**src/ctp_pkg.sv**
```systemverilog
// Shared constants for the clip threshold and power sequencing block.
`default_nettype none
package ctp_pkg;
  // Control port register offsets.
  localparam logic [7:0] OFF_CTRL = 8'h01;
  localparam logic [7:0] OFF_STAT = 8'h02;
  localparam logic [7:0] OFF_THR_MID = 8'h10;
  localparam logic [7:0] OFF_THR_LOW = 8'h11;
  localparam logic [7:0] OFF_THR_HIGH = 8'h12;
  // Reset values.
  localparam logic [7:0] RST_CTRL = 8'h02;
  localparam logic [7:0] RST_THR_MID = 8'hff;
  localparam logic [7:0] RST_THR_LOW = 8'hfc;
  localparam logic [7:0] RST_THR_HIGH = 8'h3f;
  // Field positions.
  localparam int CTRL_RUN_BIT = 0;
  localparam int CTRL_MUTE_BIT = 1;
  localparam int STAT_ACTIVE_BIT = 0;
  localparam int STAT_OVR_BIT = 1;
  localparam int STAT_SWMODE_BIT = 2;
  localparam int THR_W = 20;
  localparam int THR_LOW_LSB = 2;
  // Stream shape.
  localparam int SAMPLE_W = 24;
  localparam int FIFO_DEPTH = 8;
  localparam logic [1:0] GAIN_SW_MODE = 2'h3;
  localparam logic [6:0] DEF_DEV_ADDR = 7'h2a;
endpackage
`default_nettype wire

```
**src/ctp_amp_ctrl.sv**
```systemverilog
// Clip threshold registers, control port slave, serial audio capture and clipper.
`default_nettype none
// Contract
// - The clipping threshold is one 20-bit value built from high, middle and low register slices.
// - The register at 0x10 holds threshold bits 13:6 and resets to all ones.
// - Bits 7:2 of the next register hold threshold bits 5:0.
// - The device is in shutdown when the shutdown pin is low or the shutdown bit is cleared.
// - In software control the output clipping point follows the programmed threshold.

// ****************************************************************
// Stream buffer.
// ****************************************************************
module ctp_fifo #(
  parameter int W = 25,
  parameter int DEPTH = 8
) (
  input wire logic sys_clk,
  input wire logic reset,
  input wire logic in_valid,
  output logic in_ready,
  input wire logic [W-1:0] in_data,
  output logic out_valid,
  input wire logic out_ready,
  output logic [W-1:0] out_data
);
  localparam int AW = $clog2(DEPTH);
  logic [W-1:0] mem [DEPTH];
  logic [AW:0] wr_ptr_ff;
  logic [AW:0] rd_ptr_ff;
  logic full;
  logic empty;

  assign empty = wr_ptr_ff == rd_ptr_ff;
  assign full = (wr_ptr_ff[AW] != rd_ptr_ff[AW]) && (wr_ptr_ff[AW-1:0] == rd_ptr_ff[AW-1:0]);
  assign in_ready = !full;
  assign out_valid = !empty;
  assign out_data = mem[rd_ptr_ff[AW-1:0]];

  always_ff @(posedge sys_clk) begin
    if (in_valid && !full) begin
      mem[wr_ptr_ff[AW-1:0]] <= in_data;
    end
  end

  always_ff @(posedge sys_clk) begin
    if (reset) begin
      wr_ptr_ff <= '0;
      rd_ptr_ff <= '0;
    end else begin
      if (in_valid && !full) begin
        wr_ptr_ff <= wr_ptr_ff + 1'b1;
      end
      if (out_ready && !empty) begin
        rd_ptr_ff <= rd_ptr_ff + 1'b1;
      end
    end
  end
endmodule

// ****************************************************************
// Amplifier control top.
// ****************************************************************
module ctp_amp_ctrl #(
  parameter logic [6:0] DEV_ADDR = ctp_pkg::DEF_DEV_ADDR,
  parameter int DEPTH = ctp_pkg::FIFO_DEPTH
) (
  input wire logic sys_clk,
  input wire logic reset,
  input wire logic scl_i,
  input wire logic sda_i,
  output logic sda_o,
  output logic sda_oe_n,
  input wire logic adr_sel,
  input wire logic amp_shutdown_n,
  input wire logic [1:0] speaker_gain_select,
  input wire logic bclk,
  input wire logic lrclk,
  input wire logic sdin,
  output logic amp_active,
  output logic amp_muted,
  output logic out_valid,
  input wire logic out_ready,
  output logic [ctp_pkg::SAMPLE_W-1:0] out_sample,
  output logic out_right
);
  localparam int SW = ctp_pkg::SAMPLE_W;

  typedef enum logic [2:0] {
    I_IDLE = 3'h0, I_ADDR = 3'h1, I_AACK = 3'h3, I_RX = 3'h2,
    I_RACK = 3'h6, I_TX = 3'h7, I_TACK = 3'h5
  } ctp_i2c_e;

  // ****************************************************************
  // Input synchronisers.
  // ****************************************************************
  // Every outside pin passes two flops; only stage two is read.
  localparam int NS = 9;
  // The control port lines rest high, so their stages reset high; a low reset fakes an edge.
  localparam logic [NS-1:0] SYNC_IDLE = 9'h003;
  logic [NS-1:0] pin_raw;
  logic [NS-1:0] sync1_ff;
  logic [NS-1:0] sync2_ff;
  assign pin_raw = {speaker_gain_select, adr_sel, amp_shutdown_n, sdin, lrclk, bclk, sda_i, scl_i};

  genvar gi;
  for (gi = 0; gi < NS; gi++) begin : g_sync
    always_ff @(posedge sys_clk) begin
      if (reset) begin
        sync1_ff[gi] <= SYNC_IDLE[gi];
        sync2_ff[gi] <= SYNC_IDLE[gi];
      end else begin
        sync1_ff[gi] <= pin_raw[gi];
        sync2_ff[gi] <= sync1_ff[gi];
      end
    end
  end

  logic scl_s, sda_s, bclk_s, lr_s, sdin_s, sd_pin_s, adr_s;
  logic [1:0] gain_s;
  assign {gain_s, adr_s, sd_pin_s, sdin_s, lr_s, bclk_s, sda_s, scl_s} = sync2_ff;

  logic scl_q_ff, sda_q_ff, bclk_q_ff;
  always_ff @(posedge sys_clk) begin
    if (reset) begin
      scl_q_ff <= 1'b1;
      sda_q_ff <= 1'b1;
      bclk_q_ff <= 1'b0;
    end else begin
      scl_q_ff <= scl_s;
      sda_q_ff <= sda_s;
      bclk_q_ff <= bclk_s;
    end
  end

  // ****************************************************************
  // Control port slave.
  // ****************************************************************
  logic scl_rise, scl_fall, i2c_start, i2c_stop;
  assign scl_rise = scl_s && !scl_q_ff;
  assign scl_fall = !scl_s && scl_q_ff;
  assign i2c_start = scl_s && scl_q_ff && sda_q_ff && !sda_s;
  assign i2c_stop = scl_s && scl_q_ff && !sda_q_ff && sda_s;

  ctp_i2c_e i2c_st_ff;
  logic [7:0] shift_ff, ptr_ff, rdata, wr_addr_ff, wr_data_ff;
  logic [3:0] cnt_ff;
  logic rw_ff, first_ff, ack_ok_ff, wr_stb_ff;
  logic [7:0] thr_mid_ff, thr_low_ff, thr_high_ff, ctrl_ff;
  logic ovr_ff, sw_mode;

  always_ff @(posedge sys_clk) begin
    if (reset) begin
      i2c_st_ff <= I_IDLE;
      shift_ff <= 8'h00;
      ptr_ff <= 8'h00;
      cnt_ff <= 4'h0;
      rw_ff <= 1'b0;
      first_ff <= 1'b0;
      ack_ok_ff <= 1'b0;
      wr_stb_ff <= 1'b0;
      wr_addr_ff <= 8'h00;
      wr_data_ff <= 8'h00;
    end else begin
      wr_stb_ff <= 1'b0;
      if (i2c_start) begin
        i2c_st_ff <= I_ADDR;
        cnt_ff <= 4'h0;
      end else if (i2c_stop) begin
        i2c_st_ff <= I_IDLE;
      end else begin
        case (i2c_st_ff)
          I_ADDR, I_RX: begin
            if (scl_rise) begin
              shift_ff <= {shift_ff[6:0], sda_s};
              cnt_ff <= cnt_ff + 4'h1;
            end else if (scl_fall && cnt_ff == 4'h8) begin
              cnt_ff <= 4'h0;
              if (i2c_st_ff == I_ADDR) begin
                rw_ff <= shift_ff[0];
                i2c_st_ff <= (shift_ff[7:1] == {DEV_ADDR[6:1], adr_s}) ? I_AACK : I_IDLE;
              end else begin
                i2c_st_ff <= I_RACK;
                first_ff <= 1'b0;
                if (first_ff) begin
                  ptr_ff <= shift_ff;
                end else begin
                  wr_stb_ff <= 1'b1;
                  wr_addr_ff <= ptr_ff;
                  wr_data_ff <= shift_ff;
                  ptr_ff <= ptr_ff + 8'h01;
                end
              end
            end
          end
          I_AACK, I_RACK: begin
            if (scl_fall) begin
              if (i2c_st_ff == I_AACK && rw_ff) begin
                i2c_st_ff <= I_TX;
                shift_ff <= rdata;
                ptr_ff <= ptr_ff + 8'h01;
              end else begin
                i2c_st_ff <= I_RX;
                first_ff <= i2c_st_ff == I_AACK;
              end
            end
          end
          I_TX: begin
            if (scl_fall) begin
              if (cnt_ff == 4'h7) begin
                i2c_st_ff <= I_TACK;
                cnt_ff <= 4'h0;
              end else begin
                shift_ff <= {shift_ff[6:0], 1'b0};
                cnt_ff <= cnt_ff + 4'h1;
              end
            end
          end
          I_TACK: begin
            if (scl_rise) begin
              ack_ok_ff <= !sda_s;
            end else if (scl_fall) begin
              if (ack_ok_ff) begin
                i2c_st_ff <= I_TX;
                shift_ff <= rdata;
                ptr_ff <= ptr_ff + 8'h01;
              end else begin
                i2c_st_ff <= I_IDLE;
              end
            end
          end
          default: i2c_st_ff <= I_IDLE;
        endcase
      end
    end
  end

  // Open drain: the line is only ever pulled low, never driven high.
  assign sda_o = 1'b0;
  assign sda_oe_n = !(i2c_st_ff == I_AACK || i2c_st_ff == I_RACK ||
    (i2c_st_ff == I_TX && !shift_ff[7]));

  // ****************************************************************
  // Register file.
  // ****************************************************************
  logic [ctp_pkg::THR_W-1:0] clip_threshold;
  assign clip_threshold = {thr_high_ff[5:0], thr_mid_ff,
    thr_low_ff[7:ctp_pkg::THR_LOW_LSB]};

  logic ovr_set;
  always_ff @(posedge sys_clk) begin
    if (reset) begin
      ctrl_ff <= ctp_pkg::RST_CTRL;
      thr_mid_ff <= ctp_pkg::RST_THR_MID;
      thr_low_ff <= ctp_pkg::RST_THR_LOW;
      thr_high_ff <= ctp_pkg::RST_THR_HIGH;
    end else if (wr_stb_ff) begin
      case (wr_addr_ff)
        ctp_pkg::OFF_CTRL: ctrl_ff <= wr_data_ff;
        ctp_pkg::OFF_THR_MID: thr_mid_ff <= wr_data_ff;
        ctp_pkg::OFF_THR_LOW: thr_low_ff <= wr_data_ff;
        ctp_pkg::OFF_THR_HIGH: thr_high_ff <= {2'h0, wr_data_ff[5:0]};
        default: ;
      endcase
    end
  end

  // Overrun is sticky; a new overrun in the clearing cycle wins.
  always_ff @(posedge sys_clk) begin
    if (reset) begin
      ovr_ff <= 1'b0;
    end else if (ovr_set) begin
      ovr_ff <= 1'b1;
    end else if (wr_stb_ff && wr_addr_ff == ctp_pkg::OFF_STAT && wr_data_ff[ctp_pkg::STAT_OVR_BIT]) begin
      ovr_ff <= 1'b0;
    end
  end

  always_comb begin
    rdata = 8'h00;
    case (ptr_ff)
      ctp_pkg::OFF_CTRL: rdata = ctrl_ff;
      ctp_pkg::OFF_STAT: begin
        rdata[ctp_pkg::STAT_ACTIVE_BIT] = amp_active;
        rdata[ctp_pkg::STAT_OVR_BIT] = ovr_ff;
        rdata[ctp_pkg::STAT_SWMODE_BIT] = sw_mode;
      end
      ctp_pkg::OFF_THR_MID: rdata = thr_mid_ff;
      ctp_pkg::OFF_THR_LOW: rdata = thr_low_ff;
      ctp_pkg::OFF_THR_HIGH: rdata = thr_high_ff;
      default: rdata = 8'h00;
    endcase
  end

  // ****************************************************************
  // Power state.
  // ****************************************************************
  assign sw_mode = gain_s == ctp_pkg::GAIN_SW_MODE;
  assign amp_active = sd_pin_s && ctrl_ff[ctp_pkg::CTRL_RUN_BIT];
  assign amp_muted = ctrl_ff[ctp_pkg::CTRL_MUTE_BIT];

  // ****************************************************************
  // Serial audio capture and clipper.
  // ****************************************************************
  // Words are taken MSB first, one bit after each frame edge; only the
  // top SAMPLE_W bits are kept and shorter words are not supported.
  logic bclk_rise;
  assign bclk_rise = bclk_s && !bclk_q_ff;
  logic lr_last_ff, cap_ff, cap_right_ff;
  logic [4:0] bit_cnt_ff;
  logic [SW-1:0] aud_shift_ff;

  always_ff @(posedge sys_clk) begin
    if (reset) begin
      lr_last_ff <= 1'b0;
      bit_cnt_ff <= 5'h1f;
      aud_shift_ff <= '0;
      cap_ff <= 1'b0;
      cap_right_ff <= 1'b0;
    end else begin
      cap_ff <= 1'b0;
      if (bclk_rise) begin
        lr_last_ff <= lr_s;
        if (lr_s != lr_last_ff) begin
          bit_cnt_ff <= 5'h0;
        end else if (bit_cnt_ff < 5'(SW)) begin
          aud_shift_ff <= {aud_shift_ff[SW-2:0], sdin_s};
          bit_cnt_ff <= bit_cnt_ff + 5'h1;
          cap_ff <= bit_cnt_ff == 5'(SW - 1);
          cap_right_ff <= lr_s;
        end
      end
    end
  end

  logic signed [SW-1:0] pos_lim, neg_lim, smp, clipped;
  always_comb begin
    pos_lim = {{(SW - ctp_pkg::THR_W){1'b0}}, clip_threshold};
    neg_lim = -pos_lim;
    smp = aud_shift_ff;
    clipped = smp;
    if (sw_mode && smp > pos_lim) begin
      clipped = pos_lim;
    end else if (sw_mode && smp < neg_lim) begin
      clipped = neg_lim;
    end
    if (amp_muted) begin
      clipped = '0;
    end
  end

  // Audio cannot be stalled, so a full buffer drops the sample and flags it.
  logic push, push_ready;
  assign push = cap_ff && amp_active;
  assign ovr_set = push && !push_ready;

  ctp_fifo #(.W(SW + 1), .DEPTH(DEPTH)) u_fifo (
    .sys_clk(sys_clk),
    .reset(reset),
    .in_valid(push),
    .in_ready(push_ready),
    .in_data({cap_right_ff, clipped}),
    .out_valid(out_valid),
    .out_ready(out_ready),
    .out_data({out_right, out_sample})
  );
endmodule
`default_nettype wire

```
**config.mk**
```make
export PLATFORM = sky130hd
export DESIGN_NAME = ctp_amp_ctrl
export DESIGN_NICKNAME = d
export VERILOG_FILES = /design/src/ctp_pkg.sv /design/src/ctp_amp_ctrl.sv
export SDC_FILE = /design/constraint.sdc
export NUM_CORES = 1
export LEC_CHECK = 0
export ABC_CLOCK_PERIOD_IN_PS = 6580
export BUFFER_PORTS_ARGS = -buffer_cell sky130_fd_sc_hd__buf_2
export CAP_MARGIN = 20
export CORE_MARGIN = 4
export CORE_UTILIZATION = 52
export CTS_CLUSTER_SIZE = 16
export DETAILED_ROUTE_END_ITERATION = 8
export GPL_TIMING_DRIVEN = 0
export PLACE_DENSITY_LB_ADDON = 0.3
export SYNTH_ARGS = -nofsm -noshare
export SYNTH_HDL_FRONTEND = slang
export SYNTH_SLANG_ARGS = --single-unit
```
**constraint.sdc**
```tcl
create_clock -name sys_clk -period 6.58 [get_ports sys_clk]
set_input_delay 0.329 -clock sys_clk [delete_from_list [all_inputs] [get_ports sys_clk]]
set_output_delay 0.329 -clock sys_clk [all_outputs]
set_load 0.005 [all_outputs]
```
# Word-level counts from Yosys, hierarchy flattened
# Memory sizes are Yosys's and may differ from the RTL's. A register that Yosys moved wholly into a read port is not among the register bits.
# Cells that the tools add are included.
[word_totals]
out_inout_bits = 30
latch_bits = 0
elab_cells = 227
ramBits = 200
n_memories = 1
rom_bits = 0
reg_bits = 135
input_bits = 12
[op_classes]
add_sub_neg = 6
n_eq_ne = 46
bitwise_logic = 10
reduce_logical = 59
n_mux = 58
div = 0
order_cmp = 3
n_mul = 0
shifts = 0
[memory_table]
columns = ["name", "depth", "word_bits", "read_ports", "rd_ports_with_merged_regs", "write_ports", "line_no", "rtl"]
rows = [
  ["u_fifo.mem", 8, 25, 1, 1, 1, "ctp_amp_ctrl.sv:27", "logic [W-1:0] mem [DEPTH];"],
]
[ops]
columns = ["op", "count"]
rows = [
  ["8-bit two-way mux", 17],
  ["24-bit two-way mux", 3],
  ["8-bit by 5-bit equality test with 1-bit output (second input constant)", 6],
  ["3-bit two-way mux", 12],
  ["8-bit one-hot mux with 4 select lines", 1],
  ["4-bit != test (second input constant)", 7],
  ["2-bit != test (second input constant)", 13],
  ["24-bit by 21-bit > comparator with 1-bit output", 1],
  ["24-bit less-than comparator", 1],
  ["20-bit negation with 24-bit output", 1],
  ["8-bit one-hot mux with 3 select lines", 1],
  ["11-bit AND reduction", 2],
  ["1-bit logical AND", 21],
  ["7-bit AND reduction", 3],
  ["5-bit one-hot mux with 4 select lines", 1],
  ["8-bit by 1-bit equality test with 1-bit output (second input constant)", 2],
  ["8-bit by 2-bit equality test with 1-bit output (second input constant)", 2],
  ["4-bit two-way mux", 4],
  ["3-bit one-hot mux with 5 select lines", 1],
  ["4-bit by 1-bit adder with 4-bit output (second input constant)", 3],
  ["1-bit two-way mux", 12],
  ["3-bit one-hot mux with 4 select lines", 1],
  ["5-bit two-way mux", 2],
  ["1-bit NOT", 10],
  ["other kinds (32)", 55],
]

# Longest topological paths before layout
[depth]
depth_word = 8
depth_mapped = 17
ltp_nobuf = 15

# By module
# Synthesis repeated with hierarchy kept, for this count alone.
[unflattened]
hier_cells = 1362
area_unflattened_um2 = 16001.6
[modules_own_cells]
columns = ["module", "seq_area_each_um2", "instances", "area_each_um2", "cells_per_inst"]
rows = [
  ["ctp_fifo", 6226.0, 1, 8254.2, 375],
  ["ctp_amp_ctrl", 2542.4, 1, 7747.4, 987],
]

# Least setup slack after synthesis
# Ideal clock, no wire load.
[synth_timing]
kind = "flip-flop to flip-flop"
start = "register thr_low_ff[3]"
end = "memory u_fifo.mem[0][15] (data pin)"
arrival_time_ns = 4.030
t_required_ns = 6.343
stages_incl_launch_ff = 18
n_path_buf = 2
slack_ns = 2.313
synth_period_minus_slack_ns = 4.267
setup_ns = 0.237
path_cell_list = "dfxtp_1 inv_1 ha_1 nor3b_2 nand3_1 or3_1 clkbuf_1 nor3_1 xnor2_1 ha_1 nand4_1 nor4_1 o21ai_0 nand4_1 mux2i_2 clkbuf_1 o21ai_0 a31oi_1"
[synth_via]
elab_chain_cells = 6
elab_cells_between_ends = 8
cone_classes = "add/sub (1); order compare (2); mux (3); reduce/logical (2)"
[synth_rtl]
columns = ["item", "line_no", "rtl"]
rows = [
  ["from (decl)", "ctp_amp_ctrl.sv:148", "logic [7:0] thr_mid_ff, thr_low_ff, thr_high_ff, ctrl_ff;"],
  ["from (signal assigned)", "ctp_amp_ctrl.sv:254", "thr_low_ff <= ctp_pkg::RST_THR_LOW;"],
  ["from (signal assigned)", "ctp_amp_ctrl.sv:260", "ctp_pkg::OFF_THR_LOW: thr_low_ff <= wr_data_ff;"],
  ["20-bit negation with 24-bit output", "ctp_amp_ctrl.sv:338", "neg_lim = -pos_lim;"],
  ["24-bit less-than comparator", "ctp_amp_ctrl.sv:343", "end else if (sw_mode && smp < neg_lim) begin"],
  ["1-bit logical AND", "ctp_amp_ctrl.sv:343", ""],
  ["24-bit two-way mux", "ctp_amp_ctrl.sv:343", ""],
  ["24-bit two-way mux *", "ctp_amp_ctrl.sv:341", "if (sw_mode && smp > pos_lim) begin"],
  ["24-bit two-way mux *", "ctp_amp_ctrl.sv:346", "if (amp_muted) begin"],
  ["net clipped[15]", "ctp_amp_ctrl.sv:335", "logic signed [SW-1:0] pos_lim, neg_lim, smp, clipped;"],
  ["to (decl)", "ctp_amp_ctrl.sv:27", ""],
]
# Mark *: on every way through the listed nets, which the timed path passes. The rest lies on a longest branch.

# Worst setup path in the final report
[layout_timing]
start = "register thr_low_ff[2]"
end = "memory u_fifo.mem[5][1] (data pin)"
# The elaborated chain is that of the path after synthesis.

==> summary.md <==
| Metric | Value |
|---|---|
| Clock Root Buffer | `clkbuf_16` |
| Cell Chain, Critical Path | `inv_1 -> ha_1 -> nor3b_2 -> nand3_1 -> or3_1 -> clkbuf_1 -> nor3_1 -> xnor2_1 -> ha_1 -> nand4_1 -> nor4_1 -> o21ai_0 -> nand4_1 -> mux2i_2 -> clkbuf_1 -> mux2i_1 -> o2bb2ai_1` |
| CP Capture Type | `flop` |
| Via density | `5.852` |
| Max cap viols | `0` |
| PortBufs | `40` |
| Via Count | `10480` |
| Sw Ratio | `0.2092` |
| 1st-iter DRT viols | `1029` |
| Ranking of synthesized cells by area | `edfxtp_1 39%, dfxtp_1 18%, mux4_2 7.3%, nand2_1 4.5%, ha_1 4.3%` |
| Sequential Power Share | `0.534` |
| Post-route minimum period | `5.846 ns` |
| Crit-path max FO | `10` |
| Net switching power figure | `0.8713 mW` |
| Post-route clock skew | `0.02519 ns` |
| RSZ-0062 raised after global routing | `false` |
| Final Slew Violations | `0` |
| #FFs+latches synth | `338` |
| First-pass GRT wire length | `57010 um` |
| Diode count | `0` |
| Highest Clock Rate | `171.1 MHz` |
| Vias in the first global route | `10220` |
| Clk pwr share | `0.456` |
| CTS tree | `built` |
| Cell Area, Synth | `15410 sq um` |
| Register area share after synthesis | `0.5692` |
| Row cnt | `62` |
| Final WL | `35660 um` |
| Pin count of the biggest net entering global routing | `27` |
| Synth Warn # | `0` |
| Leak | `5.678 nW` |
| Slowest CP cell | `o2bb2ai_1` |
| I/O pins | `42` |
| Ratio of final minimum period to clock period | `0.8884` |
| Total die area | `32450 sq um` |
| GRT Overall Usage | `0.2173` |
| Mapped Cells | `1296` |
| Number of flops mapped to enable cells by yosys | `200` |
| Commonest register cell after synthesis | `edfxtp_1` |
| Sink Count | `338` |
| Worst Reg2Reg Path Length in Cells | `17` |
| CTS Hold Bufs | `2` |
| Longest Clk Path Bufs | `3` |
| Crit path launch type | `flop` |
| Global route overflow | `0` |
| Htree depth | `2` |
| Final ANT Viol Nets | `0` |
| Final Hold Viols | `0` |
| Final setup fails | `0` |
| Synth top area share | `0.3898` |
| Syn-to-layout area delta | `12.38%` |
| Placer congestion estimate | `0.9021` |
| Pre-CTS WS | `0.8584 ns` |
| Antenna violations before repair | `0` |
| Filler cells | `2290` |
| CTS buffer count | `36` |
| Fin nets | `1446` |
| Power Dens Cells | `240.5 nW/um^2` |
| Rel. slew slack | `0.3400` |
| Setup bufs post-CTS | `0` |
| CP max stage delay | `0.70 ns` |
| Die Span Y | `180.1 um` |
| Latest clock arrival within the worst-skew pair | `0.53 ns` |
| DP HPWL | `24390 um` |
| Drc violations | `0` |
| Syn avg cell area | `11.89 sq um` |
| Syn Nets | `1361` |
| Most common cell in the netlist | `edfxtp_1` |
| TritonRoute pass-1 iters | `6` |
| WL/cell | `19.91 um` |
| WS Path Type | `flop to flop` |
| Slew @ Worst Pin | `0.9876 ns` |
| Post-synth cell types | `74` |
| WP data arrival | `6.05 ns` |
| WHS Path Cells | `2` |
| Type of the most critical hold path | `input port to flop` |
| CTS-repair resized insts | `0` |
| Setup TNS | `0 ns` |
| Gate power share | `0.010` |
| Initial core utilization | `0.5324` |
| Post-synth ARST share | `0` |
| Final WS setup | `0.7343 ns` |
| Post-synth top cells | `200 x edfxtp_1, 184 x nand2_1, 138 x dfxtp_1, 80 x a21oi_1, 80 x nor2_1` |
| Core box area | `28940 sq um` |
| Worst-path clk slew | `0.06 ns` |
| Status | `finished clean` |
| Critical Path RT | `6.78 ns` |
| Chip Width | `180.1 um` |
| Fraction of layout instances using a drive strength above 1 | `0.1500` |
| Peak supply drop | `182.4 uV` |
| Cell taking the most area after synthesis | `edfxtp_1` |
| Cell Int Power | `3.293 mW` |
-- worst max-delay path, delay by kind of cell, from the launching register on --
family,cells,cell delay (ns)
AO/OA/AOI/OAI,2,0.88
buffers and inverters,3,0.79
multiplexers,2,0.76
flip-flops,1,0.40
adder cells (fa/ha/maj),2,0.56
XOR/XNOR,1,0.12
AND/OR/NAND/NOR,7,2.01
-- metal layers --
metal / vias up / track usage / wire (um) / part of all wire
met2: 382 / 0.3591 / 17110 / 0.48
met3: 61 / 0.03048 / 2463 / 0.069
met4: 0 / 0.05717 / 802 / 0.022
met5: - / 0 / 0 / 0
li1: 4956 / - / - / -
met1: 5082 / 0.3063 / 15280 / 0.43
-- power groups by stage --
stage	clock network, mW	logic [mW]	registers, mW
floorplan	0	0.0252	2.27
global placement	0	0.0385	2.27
detailed placement	0	0.0389	2.27
CTS	1.93	0.0399	2.23
global route	2.02	0.0445	2.22
finish	1.90	0.0400	2.23
-- through the flow --
step,hold WS (ns),instance area [sq um],power [mW],std cells,utilization
final,0.01477,17310,4.164,1791,0.5983
after global routing,0.02109,17310,4.294,1791,0.5983
after CTS,0.009886,17310,4.193,1791,0.5983
after detailed placement,0.3966,16190,2.310,1725,0.5596
after global placement,0.3923,16090,2.310,1720,0.5560
after floorplan,0.3895,15410,2.295,1296,-
-- layout make-up --
cell class / count / area (sq um) / share of cell area
Timing Repair Buffer: 47 / 270.3 / 0.01561
Buffer: 77 / 314.1 / 0.01814
Multi-Input combinational cell: 837 / 6213 / 0.3589
Clock buffer: 40 / 915.9 / 0.05290
Tap cell: 384 / 480.5 / 0.02775
Sequential cell: 338 / 8768 / 0.5065
Clock inverter: 24 / 185.2 / 0.01070
Inverter: 44 / 165.2 / 0.009540
-- kinds of logic after synthesis --
group | share of synthesized area
AOI/OAI and AO/OA | 0.09754
and+or+nand+nor | 0.1270
xor gates and xnor gates | 0.01876
adders and majority gates | 0.04304
muxes | 0.1131
DFF | 0.5692
other | 0.0002434
buffers and inverters | 0.03110
-- cell usage in the layout (no fill, tap or decap), types with 8 or more instances in the layout --
master	n
a211oi_1	16
a21oi_1	80
a22o_1	10
a22oi_1	22
a31oi_1	11
buf_2	46
clkbuf_1	70
clkbuf_16	36
clkinv_2	9
dfxtp_1	138
edfxtp_1	200
ha_1	53
inv_1	43
mux2_2	26
mux2i_1	31
mux4_2	50
nand2_1	184
nand3_1	22
nand3b_1	12
nor2_1	74
nor2b_1	21
nor3_1	15
nor4_1	9
o211ai_1	19
o21ai_0	33
or3_1	8
xnor2_1	25
xor2_1	8
-- worst paths after layout --
check | start | end | slack [ns]
max | thr_low_ff[2] | u_fifo.mem[5][1] | 0.73
min | bclk | sync1_ff[2] | 0.01
max reg2reg | thr_low_ff[2] | u_fifo.mem[5][1] | 0.73
min reg2reg | sync1_ff[0] | scl_s | 0.41
-- registers in the layout (all words and copies together), names as in the netlist, 8 cells and up, named ones only --
register and cells:
wr_data_ff 8, u_fifo.mem 200, thr_mid_ff 8, sync1_ff 9
ctrl_ff 8, thr_low_ff 8, aud_shift_ff 24, shift_ff 8
wr_addr_ff 8, ptr_ff 8
Note: power is estimated with default switching activity, not from simulation.
